**src/design/cgp_pkg.sv**
```systemverilog
// Shared constants and types of the current gauge PWM encoder.
// Assumes one 40 MHz clock; all counts below derive from that rate.
package cgp_pkg;

  // ==========================================================
  // Clock and PWM timing
  localparam int CLK_HZ = 40_000_000;          // Mclk rate
  localparam int PWM_FREQ_HZ = 160;            // Nominal PWM repeat rate
  localparam int PWM_LEVELS = 128;             // Ramp steps per period
  localparam int CODE_W = 7;                   // Duty code width
  localparam int STEP_CYC = CLK_HZ / (PWM_FREQ_HZ * PWM_LEVELS);  // 1953
  localparam int PRE_W = $clog2(STEP_CYC);
  localparam logic [PRE_W-1:0] STEP_LAST = PRE_W'(STEP_CYC - 1);
  localparam logic [PRE_W-1:0] HALF_CYC = PRE_W'(STEP_CYC / 2);  // Half ramp step

  // ==========================================================
  // Averaging slot
  localparam int SLOT_MS = 6;                  // Averaging slot length
  localparam int SLOT_CYC_DEF = (CLK_HZ / 1000) * SLOT_MS;

  // ==========================================================
  // Duty code mapping: code - 64 = 128 * (I / Ifs) / 2.2
  localparam logic [CODE_W-1:0] CODE_ZERO = 7'h40;   // Zero current code
  localparam int CODE_SPAN = 58;               // Full scale code swing
  localparam int DUTY_SLOPE_X10 = 22;          // 2.2 written as tenths
  localparam int GAIN_FRAC = 24;               // Fixed point fraction bits
  localparam int FULL_SCALE_A_DEF = 1;         // Build option, 1 or 10 amperes

  // ==========================================================
  // Control states, one-hot
  typedef enum logic [2:0] {
    ST_IDLE = 3'h1,
    ST_WARM = 3'h2,
    ST_RUN = 3'h4
  } cgp_state_e;

endpackage : cgp_pkg

```
**src/design/cgp_filt_if.sv**
```systemverilog
// Link between the encoder control and the slot averaging filter.
// Assumes both ends share mclk; slotDone is a one-cycle pulse.
`timescale 1ns/1ps
interface cgp_filt_if;
  logic enable;                              // Filter runs while high
  logic dsBit;                               // Modulator density bit
  logic slotDone;                            // Slot finished pulse
  logic [cgp_pkg::CODE_W-1:0] slotCode;      // Averaged duty code

  modport ctrl (output enable, output dsBit, input slotDone, input slotCode);
  modport filt (input enable, input dsBit, output slotDone, output slotCode);
endinterface : cgp_filt_if

```
**src/design/cgp_encoder_top.sv**
```systemverilog
// Current gauge PWM encoder: averages the modulator bitstream per slot and
// turns the result into a PWM duty cycle on one pin.
// Assumes inputs are synchronous to mclk and one modulator bit per cycle.
//
// What this block does
// - The density bitstream is filtered into a multi-bit averaged current value.
// - The PWM pin comes from comparing that value with a free-running ramp counter.
// - Zero current gives half duty, above half is positive and below half negative.
// - Positive and negative full scale give the symmetric upper and lower duty limits.
// - Current equals 2.2 times duty minus one half times the full-scale current.
// - Full scale is a fixed build option of one or ten amperes.
// - The bitstream is averaged over fixed slots with one new value per slot.
// - Duty is quantised to 128 levels and a new code is loaded whole at the period boundary.
// - A code N gives a high time of N plus one half ramp steps.
// - The duty in a period shows the last slot average captured before the wrap cycle that ended the previous period.
// - While the stop input is low the block rests in a low-power state.
// - The waveform repeats at the clock divided down by the prescaler step length times the 128-step ramp.
`timescale 1ns/1ps
module cgp_encoder_top #(
  parameter int SLOT_CYC = cgp_pkg::SLOT_CYC_DEF,        // Averaging slot in cycles
  parameter int FULL_SCALE_A = cgp_pkg::FULL_SCALE_A_DEF // 1 or 10 amperes
) (
  input wire logic mclk,                           // System clock, 40 MHz
  input wire logic rstn,                           // Async reset, active low
  input wire logic lowPowerStopN,                  // Low-power stop, active low
  input wire logic dsBit,                          // Modulator density bit
  output logic pwmOut,                             // Duty encoded current
  output logic [cgp_pkg::CODE_W-1:0] pwmCode,      // Code now on the pin
  output logic rangeTenAmp                         // High for the ten ampere build
);

  // ==========================================================
  // State
  typedef struct packed {
    cgp_pkg::cgp_state_e state;
    logic [cgp_pkg::PRE_W-1:0] pre;
    logic [cgp_pkg::CODE_W-1:0] ramp;
    logic [cgp_pkg::CODE_W-1:0] cmp;
    logic [cgp_pkg::CODE_W-1:0] pend;
    logic pendValid;
    logic pwm;
  } cgp_enc_s;

  localparam cgp_enc_s ENC_RST = '{
    state: cgp_pkg::ST_IDLE,
    pre: '0,
    ramp: '0,
    cmp: cgp_pkg::CODE_ZERO,
    pend: cgp_pkg::CODE_ZERO,
    pendValid: 1'b0,
    pwm: 1'b0
  };

  cgp_enc_s s_q;
  cgp_enc_s s_d;
  logic stepEnd;
  logic wrap;

  cgp_filt_if filt ();

  // ==========================================================
  // Slot averaging filter
  cgp_slot_filter #(
    .SLOT_CYC(SLOT_CYC)
  ) u_filter (
    .mclk(mclk),
    .rstn(rstn),
    .fp(filt.filt)
  );

  // Filter runs only outside the stop state
  assign filt.enable = lowPowerStopN && (s_q.state != cgp_pkg::ST_IDLE);
  assign filt.dsBit = dsBit;

  // Ramp step and period boundaries
  assign stepEnd = (s_q.pre == cgp_pkg::STEP_LAST);
  assign wrap = stepEnd && (s_q.ramp == '1);

  // ==========================================================
  // Next state
  always_comb begin
    s_d = s_q;
    case (s_q.state)
      cgp_pkg::ST_IDLE: begin
        s_d = ENC_RST;
        if (lowPowerStopN) begin
          s_d.state = cgp_pkg::ST_WARM;
        end
      end
      cgp_pkg::ST_WARM, cgp_pkg::ST_RUN: begin
        // Prescaler divides mclk into ramp steps
        if (stepEnd) begin
          s_d.pre = '0;
          s_d.ramp = s_q.ramp + 1'b1;
        end else begin
          s_d.pre = s_q.pre + 1'b1;
        end
        // Compare register changes only at the period boundary, or when stop resets it to the zero code
        if (wrap && s_q.pendValid) begin
          s_d.cmp = s_q.pend;
          s_d.pendValid = 1'b0;
        end
        // A finished slot wins over the clear done at the same wrap
        if (filt.slotDone) begin
          s_d.pend = filt.slotCode;
          s_d.pendValid = 1'b1;
          s_d.state = cgp_pkg::ST_RUN;
        end
        // Ramp below code is high, the matching step adds half a step
        s_d.pwm = (s_q.ramp < s_q.cmp) ||
                  ((s_q.ramp == s_q.cmp) && (s_q.pre < cgp_pkg::HALF_CYC));
        if (!lowPowerStopN) begin
          s_d = ENC_RST;
        end
      end
      default: begin
        s_d = ENC_RST;
      end
    endcase
  end

  // State register
  always_ff @(posedge mclk or negedge rstn) begin
    if (!rstn) begin
      s_q <= ENC_RST;
    end else begin
      s_q <= s_d;
    end
  end

  // ==========================================================
  // Outputs
  assign pwmOut = s_q.pwm;
  assign pwmCode = s_q.cmp;
  assign rangeTenAmp = (FULL_SCALE_A == 10);

  localparam int LEVEL_MAX = cgp_pkg::PWM_LEVELS - 1;
  localparam int SPAN_LO = 64 - cgp_pkg::CODE_SPAN;
  localparam int SPAN_HI = 64 + cgp_pkg::CODE_SPAN;
endmodule : cgp_encoder_top

```
**src/design/cgp_slot_filter.sv**
```systemverilog
// Slot averaging filter: counts the density stream over one slot and
// scales the result to a duty code. Assumes one modulator bit per mclk.
`timescale 1ns/1ps
module cgp_slot_filter #(
  parameter int SLOT_CYC = cgp_pkg::SLOT_CYC_DEF
) (
  input wire logic mclk,          // System clock
  input wire logic rstn,          // Async reset, active low
  cgp_filt_if.filt fp             // Control side link
);

  localparam int CNT_W = $clog2(SLOT_CYC);
  localparam int ACC_W = CNT_W + 2;
  localparam logic [CNT_W-1:0] CNT_LAST = CNT_W'(SLOT_CYC - 1);
  localparam logic signed [ACC_W-1:0] ACC_ONE = 1;
  // Code offset per unit of the up/down sum, fixed point
  localparam logic signed [63:0] GAIN =
    (64'(cgp_pkg::PWM_LEVELS) * 64'sd10 <<< cgp_pkg::GAIN_FRAC) /
    (64'(cgp_pkg::DUTY_SLOPE_X10) * 64'(SLOT_CYC));
  localparam logic signed [63:0] ROUND_HALF = 64'sd1 <<< (cgp_pkg::GAIN_FRAC - 1);
  localparam logic signed [63:0] SPAN = 64'(cgp_pkg::CODE_SPAN);

  typedef struct packed {
    logic [CNT_W-1:0] cnt;
    logic signed [ACC_W-1:0] acc;
    logic done;
    logic [cgp_pkg::CODE_W-1:0] code;
  } cgp_filt_s;

  localparam cgp_filt_s FILT_RST = '{cnt: '0, acc: '0, done: 1'b0, code: cgp_pkg::CODE_ZERO};

  cgp_filt_s s_q;
  cgp_filt_s s_d;
  logic signed [ACC_W-1:0] accNext;
  logic signed [63:0] offs;

  // ==========================================================
  // Up/down density sum and slot end scaling
  always_comb begin
    s_d = s_q;
    accNext = s_q.acc + (fp.dsBit ? ACC_ONE : -ACC_ONE);
    offs = ((64'(accNext) * GAIN) + ROUND_HALF) >>> cgp_pkg::GAIN_FRAC;
    if (offs > SPAN) begin
      offs = SPAN;
    end else if (offs < -SPAN) begin
      offs = -SPAN;
    end
    s_d.done = 1'b0;
    if (!fp.enable) begin
      s_d = FILT_RST;
    end else if (s_q.cnt == CNT_LAST) begin
      s_d.cnt = '0;
      s_d.acc = '0;
      s_d.done = 1'b1;
      s_d.code = cgp_pkg::CODE_ZERO + offs[cgp_pkg::CODE_W-1:0];
    end else begin
      s_d.cnt = s_q.cnt + 1'b1;
      s_d.acc = accNext;
    end
  end

  // State register
  always_ff @(posedge mclk or negedge rstn) begin
    if (!rstn) begin
      s_q <= FILT_RST;
    end else begin
      s_q <= s_d;
    end
  end

  assign fp.slotDone = s_q.done;
  assign fp.slotCode = s_q.code;
endmodule : cgp_slot_filter

```
**config.mk**
```make
export PLATFORM = sky130hd
export DESIGN_NAME = cgp_encoder_top
export DESIGN_NICKNAME = d
export VERILOG_FILES = /design/src/design/cgp_pkg.sv /design/src/design/cgp_filt_if.sv /design/src/design/cgp_encoder_top.sv /design/src/design/cgp_slot_filter.sv
export SDC_FILE = /design/constraint.sdc
export NUM_CORES = 1
export LEC_CHECK = 0
export BUFFER_PORTS_ARGS = -buffer_cell sky130_fd_sc_hd__buf_2
export CORE_MARGIN = 10
export CORE_UTILIZATION = 55
export DETAILED_ROUTE_END_ITERATION = 16
export PLACE_DENSITY = 0.83
export SYNTH_ARGS = -nofsm -noshare
export SYNTH_HDL_FRONTEND = slang
export SYNTH_SLANG_ARGS = --single-unit
```
**constraint.sdc**
```tcl
create_clock -name mclk -period 10.25 [get_ports mclk]
set_input_delay 2.05 -clock mclk [delete_from_list [all_inputs] [get_ports mclk]]
set_output_delay 2.05 -clock mclk [all_outputs]
set_load 0.02 [all_outputs]
```
==> flow_metrics.env, run 1 <==
export IMPL_outcome="finished clean"
export IMPL_insertion_delay_ns=0.34
export IMPL_fp_dieH_um=154
export IMPL_wirelength_um=20800
export IMPL_grt_max_degree=84
export IMPL_syn_inst=1003
export IMPL_cts_sinks=83
export IMPL_setup_tns_ns=0
export IMPL_critPathBufInv=4
export IMPL_hold_path_depth=1
export IMPL_hold_class="flop to flop"
export IMPL_via_per_inst=5.62
export IMPL_crit_family="adder cells"
export IMPL_use_met3=0.0365
export IMPL_cap_violations=0
export IMPL_synth_warnings=0
export IMPL_overflow=0
export IMPL_globalplace_congestion=0.933
export IMPL_synth_edf_count=0
export IMPL_post_layout_nonfiller_instances=1237
export IMPL_post_route_drc_count=0
export IMPL_avgSynthCellArea_um2=9.83
export IMPL_syn_area_mm2=0.00986
export IMPL_clockRootBuffer="clkbuf_16"
export IMPL_holdBufCountCts=0
export IMPL_setup_viol=0
export IMPL_r2r_end="u_filter.fp.slotCode[2]"
export IMPL_grt_pass1_wl_um=35700
export IMPL_slew_viol_final=0
export IMPL_core_area_mm2=0.0174
export IMPL_worstSetupPathType="primary input to flop"
export IMPL_final_common_cell="inv_1"
export IMPL_io_pins=13
export IMPL_start_util=0.566
export IMPL_postCtsSetupBuffers=0
export IMPL_final_core_utilization=0.600
export IMPL_synth_top_cells_by_area="fa_1 (24%), dfrtp_1 (20%), ha_1 (17%), inv_1 (6.3%), nor2_1 (3.6%)"
export IMPL_grt_pass1_vias=7495
export IMPL_drive_gt1_frac=0.0682
export IMPL_ant_nets=0
export IMPL_seq_area_frac_synth=0.211
export IMPL_ys_flop_type="dfrtp_1"
export IMPL_drtIter0Drc=433
export IMPL_die_w_um=154
export IMPL_grt_setup_unrepaired="no"
export IMPL_max_freq_mhz=102
export IMPL_hold_viol=0
export IMPL_rows=48
export IMPL_rr_startpoint="u_filter.s_q[8]"
export IMPL_antenna_found_initial=0
export IMPL_hpwl_um=16900
export IMPL_layout_cells_most_common_list="inv_1 (165), ha_1 (132), fa_1 (116)"
export IMPL_cp_max_fo=16
export IMPL_reg2reg_setup_slack_ns=1.78
export IMPL_clk_pin_slew_ns=0.07
export IMPL_synth_top_area_frac=0.235
export IMPL_clk_path_buf_depth=2
export IMPL_drtPass1Iterations=4
export IMPL_crit_end="u_filter.fp.slotCode[2]"
export IMPL_yosysTopAreaCell="fa_1"
export IMPL_use_met1=0.230
export IMPL_worst_clock_skew_ns=0.0111
export IMPL_async_reset_ff_frac=1.00
export IMPL_wl_per_cell_um=16.8
export IMPL_period_needed_ns=9.76
export IMPL_worst_ep_required_time_ns=10.48
export IMPL_syn2layout_area_growth_pct=5.90
export IMPL_finalCritPeriodShare=0.953
export IMPL_end_kind="flop"
export IMPL_cts_tree="yes"
export IMPL_die_area_mm2=0.0237
export IMPL_cpMostUsedCell="fa_1"
export IMPL_ff2ff_path_depth=29
export IMPL_start_kind="primary input"
export IMPL_crit_start="dsBit"
export IMPL_top_usage_layer="met2"
export IMPL_met2_usage=0.299
export IMPL_grt_total_usage=0.180
export IMPL_path_depth=31
export IMPL_htree_num_levels=3
export IMPL_worst_pin_slew_ns=1.07
export IMPL_port_buffers=11
export IMPL_dpl_cell_count=1221
export IMPL_synth_cell_types=70
export IMPL_critPathArrivalTime_ns=10.00
export IMPL_cpPeakStageDelay_ns=0.58
export IMPL_num_vias=6950
export IMPL_yosys_register_bits=83
export IMPL_relSlewSlack=0.287
export IMPL_cts_buffers=9
export IMPL_diodes=0
export IMPL_nNetsFinal=1259
export IMPL_slowest_stage="fa_1"
-- cell usage after synthesis, drive strengths merged, types with 2 or more instances --
| cell | n |
|---|---|
| a211o | 2 |
| a211oi | 7 |
| a21boi | 3 |
| a21o | 11 |
| a21oi | 45 |
| a311o | 2 |
| a311oi | 2 |
| a31oi | 2 |
| a32o | 2 |
| and2 | 12 |
| and3 | 11 |
| and4 | 3 |
| buf | 17 |
| clkbuf | 14 |
| dfrtp | 79 |
| dfstp | 4 |
| fa | 116 |
| ha | 132 |
| inv | 166 |
| mux2i | 18 |
| nand2 | 41 |
| nand2b | 13 |
| nand3 | 27 |
| nand4 | 10 |
| nor2 | 94 |
| nor2b | 8 |
| nor3 | 12 |
| nor3b | 2 |
| nor4b | 3 |
| o2111ai | 2 |
| o211ai | 8 |
| o21a | 5 |
| o21ai | 26 |
| o21bai | 7 |
| o22ai | 2 |
| xnor2 | 43 |
| xor2 | 36 |
-- registers in the layout (all words and copies together), names as in the netlist --
register,flops
u_filter.s_q,38
pwmCode,7
u_filter.fp.slotCode,7
u_filter.fp.slotDone,1
s_q,29
pwmOut,1
-- kinds of logic after synthesis --
| logic type | count (synthesis) | synth area share |
|---|---|---|
| adder cells (fa/ha/maj) | 248 | 0.403 |
| AND/OR/NAND/NOR | 241 | 0.117 |
| buffers and inverters | 197 | 0.0809 |
| AO/OA/AOI/OAI | 135 | 0.0945 |
| flip-flops | 83 | 0.211 |
| XOR/XNOR | 79 | 0.0736 |
| multiplexers | 19 | 0.0194 |
| other | 1 | 0.000380 |
-- through the flow --
stage | setup WS [ns] | hold WS [ns] | cell area [µm²]
2_1_floorplan | 0.659 | 0.433 | 9870
3_3_place_gp | 0.364 | 0.450 | 10100
3_5_place_dp | 0.0383 | 0.457 | 10100
4_1_cts | 0.340 | 0.477 | 10400
5_1_grt | 0.0678 | 0.495 | 10400
6_report | 0.486 | 0.480 | 10400
-- what timing repair did --
item | in CTS | in global routing
resized for setup | 0 | 3
endpoints found under the setup margin | 0 | 5
endpoints found under the hold margin | 0 | 0
-- worst min-delay path by stage --
stage / end / start / slack, ns
after floorplan: u_filter.s_q[28] / u_filter.s_q[28] / 0.43
after global routing: u_filter.s_q[28] / u_filter.s_q[28] / 0.50
final: u_filter.s_q[28] / u_filter.s_q[28] / 0.48
after global placement: u_filter.s_q[28] / u_filter.s_q[28] / 0.45
after CTS: u_filter.s_q[28] / u_filter.s_q[28] / 0.48
after detailed placement: u_filter.s_q[28] / u_filter.s_q[28] / 0.46
-- worst register-to-register path, delay by kind of cell (launching register included) --
kind | cells | cell delay [ns]
adders and majority gates | 8 | 3.96
AOI/OAI and AO/OA | 13 | 2.38
and+or+nand+nor | 5 | 0.63
DFF | 1 | 0.52
muxes | 1 | 0.35
xor gates and xnor gates | 1 | 0.32
buffers and inverters | 1 | 0.21
-- cell type report --
cell class | count | area, µm²
Inverter | 166 | 623
Fill cell | 1359 | 6970
Timing Repair Buffer | 22 | 140
Multi-Input combinational cell | 725 | 7010
Sequential cell | 83 | 2080
Clock buffer | 10 | 239
Tap cell | 225 | 282
Clock inverter | 6 | 71.3
-- metal layers --
layer / wire (µm) / share of wire
met4: 495 / 0.024
met5: 0 / 0
met2: 10100 / 0.49
met1: 9070 / 0.44
met3: 1120 / 0.054
Power of run 1 is left out: the tool's default activity adds up to more than one toggle a clock period on the data nets, which glitch-free logic cannot reach.
==> run 2, diff against run 1 <==
--- a/config.mk
+++ b/config.mk
@@ -9,7 +9,7 @@
 export CORE_MARGIN = 10
 export CORE_UTILIZATION = 55
 export DETAILED_ROUTE_END_ITERATION = 16
-export PLACE_DENSITY = 0.83
+export PLACE_DENSITY = 0.71
 export SYNTH_ARGS = -nofsm -noshare
 export SYNTH_HDL_FRONTEND = slang
 export SYNTH_SLANG_ARGS = --single-unit
==> run 2 against run 1 <==
  * Register-to-register slack better by 0.08 ns
  * Critical path type unchanged
  * Clock-buffer cell count up 1
  * Highest routed layer unchanged
  * Core utilization up 0.12 points
  * Non-clock buffer count unchanged
  * Wire length down 4.6%
  * Fmax up 0.39%
  * Cell area up 0.20%
  * Clock skew down 0.0030 ns
  * Sequential share of layout area about the same
==> flow_metrics.env, run 2 (synthesized netlist as in run 1, its figures left out) <==
export IMPL_top_regs="u_filter.s_q (38), s_q (29)"
export IMPL_post_layout_nonfiller_instances=1237
export IMPL_core_area_mm2=0.0174
export IMPL_fin_area_mm2=0.0105
export IMPL_num_vias=6754
export IMPL_critPathArrivalTime_ns=9.95
export IMPL_layout_cells_most_common_list="inv_1 (165), ha_1 (132), fa_1 (116)"
export IMPL_end_kind="flop"
export IMPL_dpl_cell_area_mm2=0.0101
export IMPL_insertion_delay_ns=0.34
export IMPL_drive_gt1_frac=0.0682
export IMPL_grt_pass1_vias=7042
export IMPL_overflow=0
export IMPL_cp_max_fo=4
export IMPL_worstSetupPathType="primary input to flop"
export IMPL_cpMostUsedCell="fa_1"
export IMPL_critPathBufInv=2
export IMPL_die_area_mm2=0.0237
export IMPL_slew_viol_final=0
export IMPL_cts_sinks=83
export IMPL_globalplace_congestion=0.903
export IMPL_antenna_found_initial=0
export IMPL_drtPass1Iterations=5
export IMPL_clk_pin_slew_ns=0.06
export IMPL_use_met1=0.246
export IMPL_io_pins=13
export IMPL_port_buffers=11
export IMPL_nNetsFinal=1259
export IMPL_period_needed_ns=9.73
export IMPL_clockRootBuffer="clkbuf_16"
export IMPL_worst_clock_skew_ns=0.00809
export IMPL_start_util=0.566
export IMPL_post_route_drc_count=0
export IMPL_start_kind="primary input"
export IMPL_largest_register_ffs=38
export IMPL_fp_dieH_um=154
export IMPL_cts_tree="yes"
export IMPL_crit_family="adder cells"
export IMPL_grt_max_degree=84
export IMPL_rows=48
export IMPL_dpl_cell_count=1219
export IMPL_clk_path_buf_depth=2
export IMPL_grt_total_usage=0.175
export IMPL_cap_violations=0
export IMPL_hold_class="flop to flop"
export IMPL_wirelength_um=19800
export IMPL_worst_ep_required_time_ns=10.47
export IMPL_grt_setup_unrepaired="no"
export IMPL_htree_num_levels=3
export IMPL_relSlewSlack=0.280
export IMPL_slowest_stage="fa_1"
export IMPL_drtIter0Drc=338
export IMPL_largest_register="u_filter.s_q"
export IMPL_syn2layout_area_growth_pct=6.11
export IMPL_holdBufCountCts=0
export IMPL_die_w_um=154
export IMPL_setup_tns_ns=0
export IMPL_finalCritPeriodShare=0.949
export IMPL_max_freq_mhz=103
export IMPL_whs_ns=0.462
export IMPL_grt_pass1_wl_um=34500
export IMPL_top_usage_layer="met2"
export IMPL_cts_buffers=9
export IMPL_hold_viol=0
export IMPL_wl_per_cell_um=16.0
export IMPL_worst_pin_slew_ns=1.08
export IMPL_cpPeakStageDelay_ns=0.61
export IMPL_met2_usage=0.281
export IMPL_hpwl_um=16300
export IMPL_outcome="finished clean"
export IMPL_diodes=0
export IMPL_final_common_cell="inv_1"
export IMPL_setup_viol=0
export IMPL_ant_nets=0
export IMPL_via_per_inst=5.46
export IMPL_use_met3=0.0218
-- run 2: changes by cell type in the layout (fill, tap and decap cells not counted), sizes merged --
cell,before,now
clkbuf,10,11
clkinv,1,2
clkinvlp,2,1
inv,168,167
-- run 2: worst paths after layout --
path,slack (ns),start,end,cells after the start
setup / recovery,0.52,dsBit,u_filter.fp.slotCode[1],30
hold / removal,0.46,u_filter.s_q[28],u_filter.s_q[28],1
setup reg to reg,1.86,u_filter.s_q[8],u_filter.fp.slotCode[2],32
hold reg to reg,0.46,u_filter.s_q[28],u_filter.s_q[28],1
max in group asynchronous,7.68,rstn,u_filter.s_q[17],1
min in group asynchronous,1.89,rstn,u_filter.s_q[12],1
-- run 2: worst reg2reg max path: cells and delay by family, from the launching register on --
kind	cells	cell delay (ns)
compound gates	11	2.33
xor+xnor	2	0.36
fa+ha+maj	8	3.49
buf+inv	5	0.58
flops	1	0.50
mux	1	0.16
simple gates	5	0.88
-- run 2: what timing repair did --
action | 4_1_cts | 5_1_grt
setup endpoints to repair | 0 | 3
gates resized for setup | 0 | 5
buffers inserted | 0 | 2
-- run 2: layout make-up --
type,instances,area [µm²]
fillers,1437,6950
clock buffers,11,253
clock inverters,5,60.1
inverters,166,623
flip-flops and latches,83,2080
multi-input cells,725,7030
repair buffers,22,140
well taps,225,282
-- run 2: metal layers --
| layer | wire (µm) | vias to the layer above |
|---|---|---|
| li1 | - | 3267 |
| met1 | 9500 | 3324 |
| met2 | 9360 | 143 |
| met3 | 722 | 20 |
| met4 | 255 | 0 |
| met5 | 0 | - |
-- run 2: per-stage QoR --
stage	setup slack [ns]	util
final	0.524	0.601
after global routing	0.00239	0.601
after CTS	0.534	0.598
after detailed placement	0.229	0.580
after global placement	0.283	0.580
after floorplan	0.659	-
Power of run 2 is left out for the same reason.
==> run 3, diff against run 2 <==
==> constraint.sdc (replaced) <==
create_clock -name mclk -period 12.1 [get_ports mclk]
set_input_delay 2.42 -clock mclk [delete_from_list [all_inputs] [get_ports mclk]]
set_output_delay 2.42 -clock mclk [all_outputs]
set_load 0.02 [all_outputs]
==> run 3 against run 2 <==
  * Clock skew grew 0.0036 ns
  * Via count down 1.1%
  * Register-to-register slack improved by 1.7 ns
  * Core utilization decreased by 0.80 points
  * Cell area down 1.3%
  * Sequential share of layout area rose by 0.27 points
  * Clock-buffer cell count shrank 2
  * First-iteration DRC count rose by 3.8%
  * Critical path depth down 2
  * Non-clock buffer count shrank 9
  * Global-route usage is 0.070 points higher
==> flow_metrics.env, run 3 (synthesized netlist as in run 1, its figures left out) <==
export IMPL_final_core_utilization=0.593
export IMPL_drtIter0Drc=351
export IMPL_whs_ns=0.469
export IMPL_largest_register="u_filter.s_q"
export IMPL_cts_tree="yes"
export IMPL_holdBufCountCts=0
export IMPL_hpwl_um=16500
export IMPL_via_per_inst=5.44
export IMPL_post_place_ws_ns=1.10
export IMPL_post_route_drc_count=0
export IMPL_final_common_cell="inv_1"
export IMPL_antenna_found_initial=0
export IMPL_start_kind="primary input"
export IMPL_relSlewSlack=0.235
export IMPL_worstSetupPathType="primary input to flop"
export IMPL_worst_clock_skew_ns=0.0117
export IMPL_core_area_mm2=0.0174
export IMPL_cp_max_fo=18
export IMPL_hold_path_depth=1
export IMPL_period_needed_ns=10.70
export IMPL_max_freq_mhz=93.4
export IMPL_ff2ff_path_depth=28
export IMPL_wl_per_cell_um=16.2
export IMPL_start_util=0.566
export IMPL_rows=48
export IMPL_r2r_end="u_filter.fp.slotCode[2]"
export IMPL_hold_path_endpoint="u_filter.s_q[28]"
export IMPL_drive_gt1_frac=0.0568
export IMPL_io_pins=13
export IMPL_cts_repair_resized=0
export IMPL_port_buffers=11
export IMPL_globalplace_congestion=0.882
export IMPL_setup_tns_ns=0
export IMPL_grt_setup_unrepaired="no"
export IMPL_critPathArrivalTime_ns=10.92
export IMPL_fp_dieH_um=154
export IMPL_syn2layout_area_growth_pct=4.69
export IMPL_hold_class="flop to flop"
export IMPL_largest_register_ffs=38
export IMPL_postCtsSetupBuffers=0
export IMPL_clockRootBuffer="clkbuf_16"
export IMPL_worst_slack_ns=1.40
export IMPL_grt_pass1_vias=7169
export IMPL_end_kind="flop"
export IMPL_min_from="u_filter.s_q[28]"
export IMPL_grt_max_degree=78
export IMPL_nNetsFinal=1250
export IMPL_cts_sinks=83
export IMPL_die_area_mm2=0.0237
export IMPL_finalCritPeriodShare=0.885
export IMPL_wirelength_um=19900
export IMPL_overflow=0
export IMPL_num_vias=6680
export IMPL_clk_pin_slew_ns=0.06
export IMPL_grt_pass1_wl_um=34700
export IMPL_setup_viol=0
export IMPL_rr_startpoint="u_filter.s_q[8]"
export IMPL_insertion_delay_ns=0.34
export IMPL_clk_path_buf_depth=2
export IMPL_outcome="finished clean"
export IMPL_drtPass1Iterations=4
export IMPL_diodes=0
export IMPL_worst_ep_required_time_ns=12.32
export IMPL_layout_cells_most_common_list="inv_1 (165), ha_1 (132), fa_1 (116)"
export IMPL_htree_num_levels=3
export IMPL_ant_nets=0
export IMPL_hold_viol=0
export IMPL_top_regs="u_filter.s_q (38), s_q (29)"
export IMPL_die_w_um=154
export IMPL_slew_viol_final=0
export IMPL_cap_violations=0
export IMPL_worst_pin_slew_ns=1.14
export IMPL_grt_total_usage=0.176
export IMPL_cts_buffers=9
export IMPL_reg2reg_setup_slack_ns=3.54
-- run 3: area by class of cell --
type                    instances  area, µm²
inverters                     166        623
clock inverters                 7       51.3
repair buffers                 13       72.6
multi-input cells             725       6990
clock buffers                   9        225
fillers                      1492       7090
well taps                     225        282
flip-flops and latches         83       2080
-- run 3: per-layer routing --
| layer | up-vias | global-route usage | routed length [µm] |
|---|---|---|---|
| met5 | - | 0 | 0 |
| met4 | 0 | 0.0468 | 344 |
| met3 | 19 | 0.0192 | 520 |
| met2 | 80 | 0.296 | 9670 |
| met1 | 3330 | 0.234 | 9390 |
| li1 | 3251 | - | - |
-- run 3: how the worst max path moves through the flow --
stage / from / cells after the start / end / slack (ns)
3_5_place_dp: dsBit / 28 / u_filter.fp.slotCode[2] / 1.10
5_1_grt: dsBit / 33 / u_filter.fp.slotCode[5] / 0.72
3_3_place_gp: dsBit / 30 / u_filter.fp.slotCode[1] / 1.25
4_1_cts: dsBit / 28 / u_filter.fp.slotCode[2] / 1.37
2_1_floorplan: dsBit / 33 / u_filter.fp.slotCode[2] / 2.14
6_report: dsBit / 28 / u_filter.fp.slotCode[2] / 1.40
-- run 3: critical path: stages --
cell and delay, ns:
buf_2 0.13, inv_1 0.50, ha_1 0.42, a21oi_2 0.19
o21bai_1 0.09, a211oi_2 0.27, a21oi_1 0.12, a31oi_1 0.25
a311o_1 0.90, inv_1 0.24, fa_1 0.56, inv_1 0.05
fa_1 0.46, fa_1 0.54, inv_1 0.05, fa_1 0.52
fa_1 0.56, inv_1 0.05, ha_1 0.28, ha_1 0.40
a222oi_1 0.30, nand3_1 0.16, o2111ai_1 0.32, mux2i_1 0.31
o22ai_1 0.16, a41oi_1 0.29, o21bai_1 0.10, a32o_1 0.26
-- run 3: stage by stage --
stage,area (µm²),instances
global route,10300,1228
global placement,10000,1212
CTS,10300,1228
detailed placement,10000,1212
floorplan,9870,1005
finish,10300,1228
Power of run 3 is left out for the same reason.
